[src/verilog/sdcmd_pkg.sv]
// Purpose: Shared constants and types for the command and clock-enable decoder
// Assumes: Four banks, single clock, pins sampled on the rising edge
// Notes:   Timing counts are in clock cycles

package sdcmd_pkg;

  // ****************************************
  // Geometry
  // ****************************************
  localparam int BANK_W      = 2;
  localparam int ADDR_W      = 13;
  localparam int A10_POS     = 10;
  localparam int NUM_BANKS   = 4;

  // ****************************************
  // Timing counts
  // ****************************************
  localparam int BURST_LENGTH_BEATS    = 4;
  localparam int BURST_CYCLES          = BURST_LENGTH_BEATS / 2;
  localparam int EXIT_READ_DELAY_CLKS  = 200;
  localparam int EXIT_NONREAD_DELAY_CLKS = 10;
  localparam int CNT_W                 = 8;

  // ****************************************
  // Decoded commands
  // ****************************************
  typedef enum logic [3:0] {
    SDCMD_NOP       = 4'h0,
    SDCMD_DESEL     = 4'h1,
    SDCMD_MRS       = 4'h2,
    SDCMD_REF       = 4'h3,
    SDCMD_ACT       = 4'h4,
    SDCMD_RD        = 4'h5,
    SDCMD_WR        = 4'h6,
    SDCMD_PRE       = 4'h7,
    SDCMD_ILLEGAL   = 4'h8
  } sdcmd_cmd_t;

  // Power state of the device
  typedef enum logic [2:0] {
    SDCMD_ST_IDLE   = 3'h0,
    SDCMD_ST_ACTIVE = 3'h1,
    SDCMD_ST_PPD    = 3'h2,
    SDCMD_ST_APD    = 3'h3,
    SDCMD_ST_SREF   = 3'h4,
    SDCMD_ST_SRX    = 3'h5
  } sdcmd_pstate_t;

endpackage

[src/verilog/sdcmd_dec_if.sv]
// Purpose: Carries one decoded command between decoder and top
// Assumes: Single clock
// Notes:   Pure combinational carrier

`timescale 1ns/100ps

interface sdcmd_dec_if;
  import sdcmd_pkg::*;
  logic                cs_n;
  logic                ras_n;
  logic                cas_n;
  logic                we_n;
  logic [ADDR_W-1:0]   addr;
  sdcmd_cmd_t          cmd;
  logic                a10;
  modport dec (input cs_n, ras_n, cas_n, we_n, addr, output cmd, a10);
  modport use_side (output cs_n, ras_n, cas_n, we_n, addr, input cmd, a10);
endinterface

[src/verilog/sdcmd_top.sv]
// Purpose: Command decoder and clock-enable state handling of the memory device
// Assumes: Controller keeps its own timing duties; pins synchronous to clk_sys
// Notes:   Array, data path and drivers are outside this block
//
// What this block does
// - Low select, high RAS/CAS/WE decodes no-op
// - No-op or deselect never stops a burst
// - High select ignores RAS/CAS/WE, acts as no-op
// - Bank lines pick bank or mode register
// - A10 picks auto-precharge or precharge-all
// - Refresh with clock enable falling and no bank open enters self-refresh
// - Burst of four runs to completion unless a new read or write restarts it
// - No refresh performed during power-down
// - Termination input ignored by state; off in self-refresh
// - Power-down entry/exit only with no-op or deselect
// - Decision uses current, previous enable and state
// - Falling enable enters precharge or active power-down
// - Self-refresh exit on rise, then only no-ops
// - Controller waits power-down exit latency
// - High data mask blocks that write beat

`timescale 1ns/100ps

module sdcmd_top
  import sdcmd_pkg::*;
#(
  parameter int NONREAD_CLKS = EXIT_NONREAD_DELAY_CLKS,
  parameter int READ_CLKS    = EXIT_READ_DELAY_CLKS
)
(
  // Clock and reset
  input  wire logic              clk_sys,
  input  wire logic              rst,
  // Command pins
  input  wire logic              cke,
  input  wire logic              cs_n,
  input  wire logic              ras_n,
  input  wire logic              cas_n,
  input  wire logic              we_n,
  input  wire logic [BANK_W-1:0] ba,
  input  wire logic [ADDR_W-1:0] addr,
  input  wire logic              odt,
  input  wire logic              dm,
  // Decoded operations
  output logic                   mrs_pulse_reg,
  output logic [BANK_W-1:0]      mrs_sel_reg,
  output logic [ADDR_W-1:0]      mrs_opcode_reg,
  output logic                   refresh_pulse_reg,
  output logic                   act_pulse_reg,
  output logic [ADDR_W-1:0]      act_row_reg,
  output logic                   rd_pulse_reg,
  output logic                   wr_pulse_reg,
  output logic                   auto_pre_reg,
  output logic                   pre_pulse_reg,
  output logic                   pre_all_reg,
  output logic [BANK_W-1:0]      bank_reg,
  output logic                   write_beat_en_reg,
  // Status
  output logic [NUM_BANKS-1:0]   bank_open_reg,
  output logic                   burst_busy_reg,
  output sdcmd_pstate_t          pstate_reg,
  output logic                   odt_active_reg,
  output logic                   read_allowed_reg,
  output logic                   illegal_cmd_reg
);

  // ****************************************
  // Parameter checks
  // ****************************************
  initial begin
    if (READ_CLKS < NONREAD_CLKS) $error("read exit must not be shorter than non-read");
    if (READ_CLKS >= (1 << CNT_W)) $error("exit count exceeds counter width");
  end

  // ****************************************
  // Decode
  // ****************************************
  sdcmd_dec_if dif ();
  assign dif.cs_n  = cs_n;
  assign dif.ras_n = ras_n;
  assign dif.cas_n = cas_n;
  assign dif.we_n  = we_n;
  assign dif.addr  = addr;

  sdcmd_pin_decode u_dec (
    .d (dif.dec)
  );

  // ****************************************
  // State
  // ****************************************
  typedef struct packed {
    logic                cke_prev;
    sdcmd_pstate_t       pst;
    logic [CNT_W-1:0]    exit_cnt;
    logic [1:0]          burst_cnt;
    logic                burst_ap;
    logic [BANK_W-1:0]   burst_bank;
    logic                burst_wr;
    logic                mrs_p;
    logic [BANK_W-1:0]   mrs_sel;
    logic [ADDR_W-1:0]   mrs_op;
    logic                ref_p;
    logic                act_p;
    logic [ADDR_W-1:0]   row;
    logic                rd_p;
    logic                wr_p;
    logic                ap;
    logic                pre_p;
    logic                pre_all;
    logic [BANK_W-1:0]   bank;
    logic                wbeat;
    logic                odt_act;
    logic                illegal;
  } sdcmd_st_t;

  sdcmd_st_t s_reg;
  sdcmd_st_t s_next;

  logic [NUM_BANKS-1:0] open_w;
  logic                 ap_done;
  logic                 quiet;
  logic                 powered;
  logic                 any_open;

  assign quiet    = (dif.cmd == SDCMD_NOP) || (dif.cmd == SDCMD_DESEL);
  assign powered  = (s_reg.pst == SDCMD_ST_IDLE) || (s_reg.pst == SDCMD_ST_ACTIVE);
  assign any_open = |open_w;
  assign ap_done  = (s_reg.burst_cnt == 2'h1) && s_reg.burst_ap;

  // Next-state logic
  always_comb begin
    s_next          = s_reg;
    s_next.cke_prev = cke;
    s_next.mrs_p    = 1'b0;
    s_next.ref_p    = 1'b0;
    s_next.act_p    = 1'b0;
    s_next.rd_p     = 1'b0;
    s_next.wr_p     = 1'b0;
    s_next.pre_p    = 1'b0;
    s_next.illegal  = 1'b0;
    s_next.wbeat    = 1'b0;
    // Burst counter runs regardless of no-op or deselect
    if (s_reg.burst_cnt != 2'h0) s_next.burst_cnt = s_reg.burst_cnt - 2'h1;
    // Write beat strobe, mask blocks the beat
    if (s_reg.burst_cnt != 2'h0 && s_reg.burst_wr) s_next.wbeat = !dm;
    // Clock enable transition table, termination not consulted
    unique case (s_reg.pst)
      SDCMD_ST_IDLE, SDCMD_ST_ACTIVE: begin
        if (s_reg.cke_prev && !cke) begin
          if (dif.cmd == SDCMD_REF && !any_open) begin
            s_next.pst = SDCMD_ST_SREF;
          end else if (quiet) begin
            s_next.pst = any_open ? SDCMD_ST_APD : SDCMD_ST_PPD;
          end else begin
            s_next.illegal = 1'b1;
          end
        end else if (s_reg.cke_prev && cke) begin
          unique case (dif.cmd)
            SDCMD_MRS: begin
              s_next.mrs_p   = 1'b1;
              s_next.mrs_sel = ba;
              s_next.mrs_op  = addr;
            end
            SDCMD_REF: s_next.ref_p = 1'b1;
            SDCMD_ACT: begin
              s_next.act_p = 1'b1;
              s_next.row   = addr;
              s_next.bank  = ba;
            end
            SDCMD_RD, SDCMD_WR: begin
              s_next.rd_p       = (dif.cmd == SDCMD_RD);
              s_next.wr_p       = (dif.cmd == SDCMD_WR);
              s_next.ap         = dif.a10;
              s_next.bank       = ba;
              s_next.burst_cnt  = 2'(BURST_CYCLES);
              s_next.burst_ap   = dif.a10;
              s_next.burst_bank = ba;
              s_next.burst_wr   = (dif.cmd == SDCMD_WR);
            end
            SDCMD_PRE: begin
              s_next.pre_p   = 1'b1;
              s_next.pre_all = dif.a10;
              s_next.bank    = ba;
            end
            SDCMD_ILLEGAL: s_next.illegal = 1'b1;
            default: ;
          endcase
        end
        if (s_next.pst == SDCMD_ST_IDLE || s_next.pst == SDCMD_ST_ACTIVE) begin
          s_next.pst = (|open_w || s_next.act_p) ? SDCMD_ST_ACTIVE : SDCMD_ST_IDLE;
        end
      end
      SDCMD_ST_PPD, SDCMD_ST_APD: begin
        // No refresh issued while powered down
        if (!s_reg.cke_prev && cke) begin
          if (quiet) s_next.pst = any_open ? SDCMD_ST_ACTIVE : SDCMD_ST_IDLE;
          else s_next.illegal = 1'b1;
        end
      end
      SDCMD_ST_SREF: begin
        if (!s_reg.cke_prev && cke) begin
          if (quiet) begin
            s_next.pst      = SDCMD_ST_SRX;
            s_next.exit_cnt = '0;
          end else begin
            s_next.illegal = 1'b1;
          end
        end
      end
      SDCMD_ST_SRX: begin
        if (s_reg.exit_cnt != CNT_W'(READ_CLKS)) s_next.exit_cnt = s_reg.exit_cnt + 1'b1;
        if (s_reg.exit_cnt < CNT_W'(NONREAD_CLKS) && !quiet) s_next.illegal = 1'b1;
        if (s_reg.exit_cnt >= CNT_W'(NONREAD_CLKS) - 1'b1) s_next.pst = SDCMD_ST_IDLE;
      end
      default: s_next.pst = SDCMD_ST_IDLE;
    endcase
    // Termination disabled in self-refresh
    s_next.odt_act = odt && (s_next.pst != SDCMD_ST_SREF);
  end

  // State register
  always_ff @(posedge clk_sys or posedge rst) begin
    if (rst) begin
      s_reg     <= '0;
      s_reg.pst <= SDCMD_ST_IDLE;
    end else begin
      s_reg <= s_next;
    end
  end

  // Bank open tracker
  sdcmd_bank_track #(
    .NB (NUM_BANKS)
  ) u_banks (
    .clk_sys   (clk_sys),
    .rst       (rst),
    .act_pulse (s_next.act_p),
    .pre_pulse (s_next.pre_p),
    .pre_all   (s_next.pre_all),
    .ap_done   (ap_done),
    .bank      (ba),
    .ap_bank   (s_reg.burst_bank),
    .open_reg  (open_w)
  );

  // Outputs from flops; burst busy and read allowed are decoded from state flops
  assign mrs_pulse_reg     = s_reg.mrs_p;
  assign mrs_sel_reg       = s_reg.mrs_sel;
  assign mrs_opcode_reg    = s_reg.mrs_op;
  assign refresh_pulse_reg = s_reg.ref_p;
  assign act_pulse_reg     = s_reg.act_p;
  assign act_row_reg       = s_reg.row;
  assign rd_pulse_reg      = s_reg.rd_p;
  assign wr_pulse_reg      = s_reg.wr_p;
  assign auto_pre_reg      = s_reg.ap;
  assign pre_pulse_reg     = s_reg.pre_p;
  assign pre_all_reg       = s_reg.pre_all;
  assign bank_reg          = s_reg.bank;
  assign write_beat_en_reg = s_reg.wbeat;
  assign bank_open_reg     = open_w;
  assign burst_busy_reg    = (s_reg.burst_cnt != 2'h0);
  assign pstate_reg        = s_reg.pst;
  assign odt_active_reg    = s_reg.odt_act;
  assign read_allowed_reg  = powered;
  assign illegal_cmd_reg   = s_reg.illegal;
endmodule

[src/verilog/sdcmd_pin_decode.sv]
// Purpose: Decodes the four command pins into one command code
// Assumes: Pins valid at the sampling edge
// Notes:   Combinational only

`timescale 1ns/100ps

module sdcmd_pin_decode
  import sdcmd_pkg::*;
(
  // Command carrier
  sdcmd_dec_if.dec d
);

  // Truth-table decode
  always_comb begin
    d.a10 = d.addr[A10_POS];
    if (d.cs_n) begin
      d.cmd = SDCMD_DESEL;
    end else begin
      unique case ({d.ras_n, d.cas_n, d.we_n})
        3'h0: d.cmd = SDCMD_MRS;
        3'h1: d.cmd = SDCMD_REF;
        3'h2: d.cmd = SDCMD_PRE;
        3'h3: d.cmd = SDCMD_ACT;
        3'h4: d.cmd = SDCMD_WR;
        3'h5: d.cmd = SDCMD_RD;
        3'h7: d.cmd = SDCMD_NOP;
        default: d.cmd = SDCMD_ILLEGAL;
      endcase
    end
  end

endmodule

[src/verilog/sdcmd_bank_track.sv]
// Purpose: Tracks which banks hold an open row
// Assumes: Commands are already decoded
// Notes:   Auto-precharge closes the bank when the burst ends

`timescale 1ns/100ps

module sdcmd_bank_track
  import sdcmd_pkg::*;
#(
  parameter int NB = NUM_BANKS
)
(
  // Clock and reset
  input  wire logic              clk_sys,
  input  wire logic              rst,
  // Commands
  input  wire logic              act_pulse,
  input  wire logic              pre_pulse,
  input  wire logic              pre_all,
  input  wire logic              ap_done,
  input  wire logic [BANK_W-1:0] bank,
  input  wire logic [BANK_W-1:0] ap_bank,
  // State
  output logic [NB-1:0]          open_reg
);

  initial begin
    if (NB != (1 << BANK_W)) $error("bank count must match bank address width");
  end

  typedef struct packed { logic [NB-1:0] open; } sdcmd_bt_t;
  sdcmd_bt_t s_reg;
  sdcmd_bt_t s_next;

  // Open/close update
  always_comb begin
    s_next = s_reg;
    if (ap_done) s_next.open[ap_bank] = 1'b0;
    if (pre_pulse) begin
      if (pre_all) s_next.open = '0;
      else s_next.open[bank] = 1'b0;
    end
    if (act_pulse) s_next.open[bank] = 1'b1;
  end

  // State register
  always_ff @(posedge clk_sys or posedge rst) begin
    if (rst) s_reg <= '0;
    else s_reg <= s_next;
  end

  assign open_reg = s_reg.open;

endmodule

[config.mk]
export PLATFORM = sky130hd
export DESIGN_NAME = sdcmd_top
export DESIGN_NICKNAME = d
export VERILOG_FILES = /design/src/verilog/sdcmd_pkg.sv /design/src/verilog/sdcmd_dec_if.sv /design/src/verilog/sdcmd_top.sv /design/src/verilog/sdcmd_pin_decode.sv /design/src/verilog/sdcmd_bank_track.sv
export SDC_FILE = /design/constraint.sdc
export NUM_CORES = 1
export LEC_CHECK = 0
export BUFFER_PORTS_ARGS = -buffer_cell sky130_fd_sc_hd__buf_2
export CAP_MARGIN = 15
export CORE_ASPECT_RATIO = 0.7
export CORE_UTILIZATION = 45
export DETAILED_ROUTE_END_ITERATION = 7
export GPL_ROUTABILITY_DRIVEN = 0
export GPL_TIMING_DRIVEN = 0
export PLACE_DENSITY = 0.69
export SYNTH_ARGS = -nofsm -noshare
export SYNTH_HDL_FRONTEND = slang
export SYNTH_SLANG_ARGS = --single-unit
[constraint.sdc]
create_clock -name clk_sys -period 2.2 [get_ports clk_sys]
set_clock_uncertainty 0.05 [all_clocks]
set_input_delay 0 -clock clk_sys [delete_from_list [all_inputs] [get_ports clk_sys]]
set_output_delay 0 -clock clk_sys [all_outputs]
set_load 0.1 [all_outputs]
==> summary.txt <==
Synthesis
  – Top-count cell post-synth: dfrtp_1
  – Ys async rst share: 1.000
  – Commonest register cell after synthesis: dfrtp_1
  – Syn avg cell area: 11.63 um2
  – Top post-synthesis cells by count: dfrtp_1, buf_4, nor2_1
  – Share of Yosys cell area claimed by the top area cell type: 0.5055
  – Gate Count Post-Synth: 264
  – Mapped Nets: 291
  – Area contributors post-synth: dfrtp_1, buf_4, mux2_2, mux2_4, mux2_1
  – Synth warn: 0
  – EDFF count, synth: 0
  – Yosys top cell by area: dfrtp_1
  – Yosys reg bits: 62
  – Yosys cell types: 53
  – Synth Cell Area: 0.003069 mm2
  – Post-synthesis sequential area ratio: 0.5055

GRT
  – Total grt overflow: 0
  – First-pass GRT wire length: 11030 um
  – Largest net degree at the start of global routing: 35
  – Vias in the first global route: 2286
  – Global Route Usage Sum: 0.2040
  – Antenna violations before repair: 0

Die
  – Die Footprint: 0.007160 mm2
  – Core ar.: 0.006396 mm2
  – Row cnt: 24
  – # IOs: 74
  – Die Span X: 100.7 um
  – Initial core utilization: 0.4799
  – Die height: 71.10 um

Final layout
  – Nets: 396
  – Max reg flops: 15
  – Ratio of cells with drive above 1 in the final layout: 0.4358
  – Final cell count without fillers: 465
  – N_diodes: 0
  – Area delta synth->final: 30.37%

Clock network
  – H-tree depth: 3
  – TritonCTS Buffers: 9
  – Sink Count: 62
  – Clk_lat worst skew: 0.34 ns
  – Max Buffers Root-to-Sink: 2
  – CTS tree: built
  – Cts repair resizes: 0
  – Clk slew on worst S/H paths: 0.07 ns
  – Clk root buf: clkbuf_8

Power and ir drop
  – Clock group share of total power: 0.279
  – Tot Pwr: 3.927 mW
  – Comb power frac: 0.359
  – Power share of the sequential group: 0.362
  – P_sw: 1.600 mW
  – Pwr/cell area: 981.5 mW/mm2
  – Int Power: 2.327 mW
  – Worst IR Drop VDD: 0.6199 mV
  – Switching share of power: 0.4074
  – Leak: 2.152 nW

Detailed routing
  – DRT iter0 DRCs: 52
  – Vias/cell: 4.882
  – Vias: 2270
  – Number of remaining DRC errors: 0
  – Drt first pass iters: 4
  – Total wire length: 6476 um
  – Remaining antenna violation count after routing: 0
  – Routed WL per cell: 13.93 um

Critical path
  – CP arrival: 2.16 ns
  – Kind of critical path: flip-flop to flip-flop
  – Type of destination of the critical path: flip-flop
  – Worst-path fanout max: 8
  – CP startpoint kind: flip-flop
  – Worst path required time: 2.40 ns

Placed design
  – Inst Count DP: 426
  – Number of buffers added on ports: 70
  – Detailed Place HPWL: 4427 um

STA
  – Count of final hold-check violations: 0
  – Slew margin rel.: 0.5288
  – Endpoints failing setup: 0
  – Final Max Slew Viols: 0
  – RSZ-0062 raised after global routing: no
  – FMAX: 0.5109 GHz
  – Crit path time final: 1.957 ns
  – Crit share post-route: 0.8897
  – Worst-margin pin slew: 0.7003 ns

Outcome
  – Run status: completed

Job
  – Max-Cap Viols: 0

Min path
  – Hold WC Path Type: primary input to flip-flop
-- kinds of logic after synthesis --
kind of cell               count (synthesis)  share of synthesized area
xor gates and xnor gates                   7                    0.01998
buffers and inverters                     54                     0.1158
muxes                                     34                     0.1349
and+or+nand+nor                           74                     0.1460
DFF                                       62                     0.5055
AOI/OAI and AO/OA                         30                    0.06564
adders and majority gates                  3                    0.01223
-- stage by stage --
stage	utilization	hold WS, ns	setup TNS [ns]	setup slack (ns)	cell area (um2)
floorplan	-	-0.01857	0	0.2933	3072
global placement	0.5528	0.07430	-10.19	-0.1677	3536
detailed placement	0.5559	0.06842	0	0.3215	3556
CTS	0.6256	0.001585	0	0.2555	4001
global route	0.6256	0.02792	0	0.1486	4001
finish	0.6256	0.006425	0	0.2427	4001
-- cells in the final DEF (no fill, tap or decap), drive strengths merged, types with 3 or more instances in the layout --
cell         instances
xnor2                3
nor4                 3
inv                 12
a31oi                4
dfrtp               62
nor3                 3
o21ai                7
nand4                6
nand2               14
and2                 3
ha                   3
nand2b               4
a21oi                6
and3b                3
nand3                5
nor2                18
xor2                 4
and3                 3
clkbuf              14
mux2                32
buf                111
dlygate4sd3         23
-- critical path, cell delays in order (launching register included) --
cell           delay (ns)
dfrtp_1              0.47
and4bb_4             0.31
and2_4               0.18
nand3_4              0.10
dlygate4sd3_1        0.59
o21ai_0              0.18
-- power groups by stage --
stage                     clock network (mW)  logic (mW)  registers [mW]
after global routing                    1.17        1.48            1.45
after floorplan                            0        1.07            1.53
after global placement                     0        1.36            1.43
final                                   1.10        1.41            1.42
after CTS                               1.12        1.42            1.42
after detailed placement                   0        1.38            1.44
-- metal layers --
metal  part of all wire  wire length [um]  track usage  vias to the layer above
met5                  0                 0            0                        -
met4              0.013                82      0.06763                        0
met3              0.047               306      0.06423                        6
met2               0.47              3022       0.3219                       64
met1               0.47              3064       0.2683                     1102
li1                   -                 -            -                     1098
-- final timing paths --
| check | startpoint | end | slack, ns | depth (start not counted) |
|---|---|---|---|---|
| worst max-delay path | s_reg[58] | u_banks.open_reg[3] | 0.24 | 5 |
| worst min-delay path | ba[1] | u_banks.open_reg[3] | 0.006 | 3 |
| worst max register to register | s_reg[58] | u_banks.open_reg[3] | 0.24 | 5 |
| worst min register to register | pre_all_reg | pre_all_reg | 0.43 | 2 |
| max in group asynchronous | rst | s_reg[47] | 1.26 | 4 |
| min in group asynchronous | rst | mrs_opcode_reg[2] | 0.24 | 3 |
-- cell type report --
class | instances | area, um2
clock buffers | 12 | 145.1
multi-input cells | 148 | 1165
plain buffers | 42 | 307.8
fillers | 530 | 2395
inverters | 12 | 47.55
flip-flops and latches | 62 | 1551
clock inverters | 4 | 70.07
well taps | 91 | 113.9
repair buffers | 94 | 600.6
-- timing repair --
item,CTS,global route
endpoints found under the setup margin,0,0
hold endpoints to repair,65,0
buffers inserted,0,0
hold buffers,23,0
(Power assumes the default switching activity.)
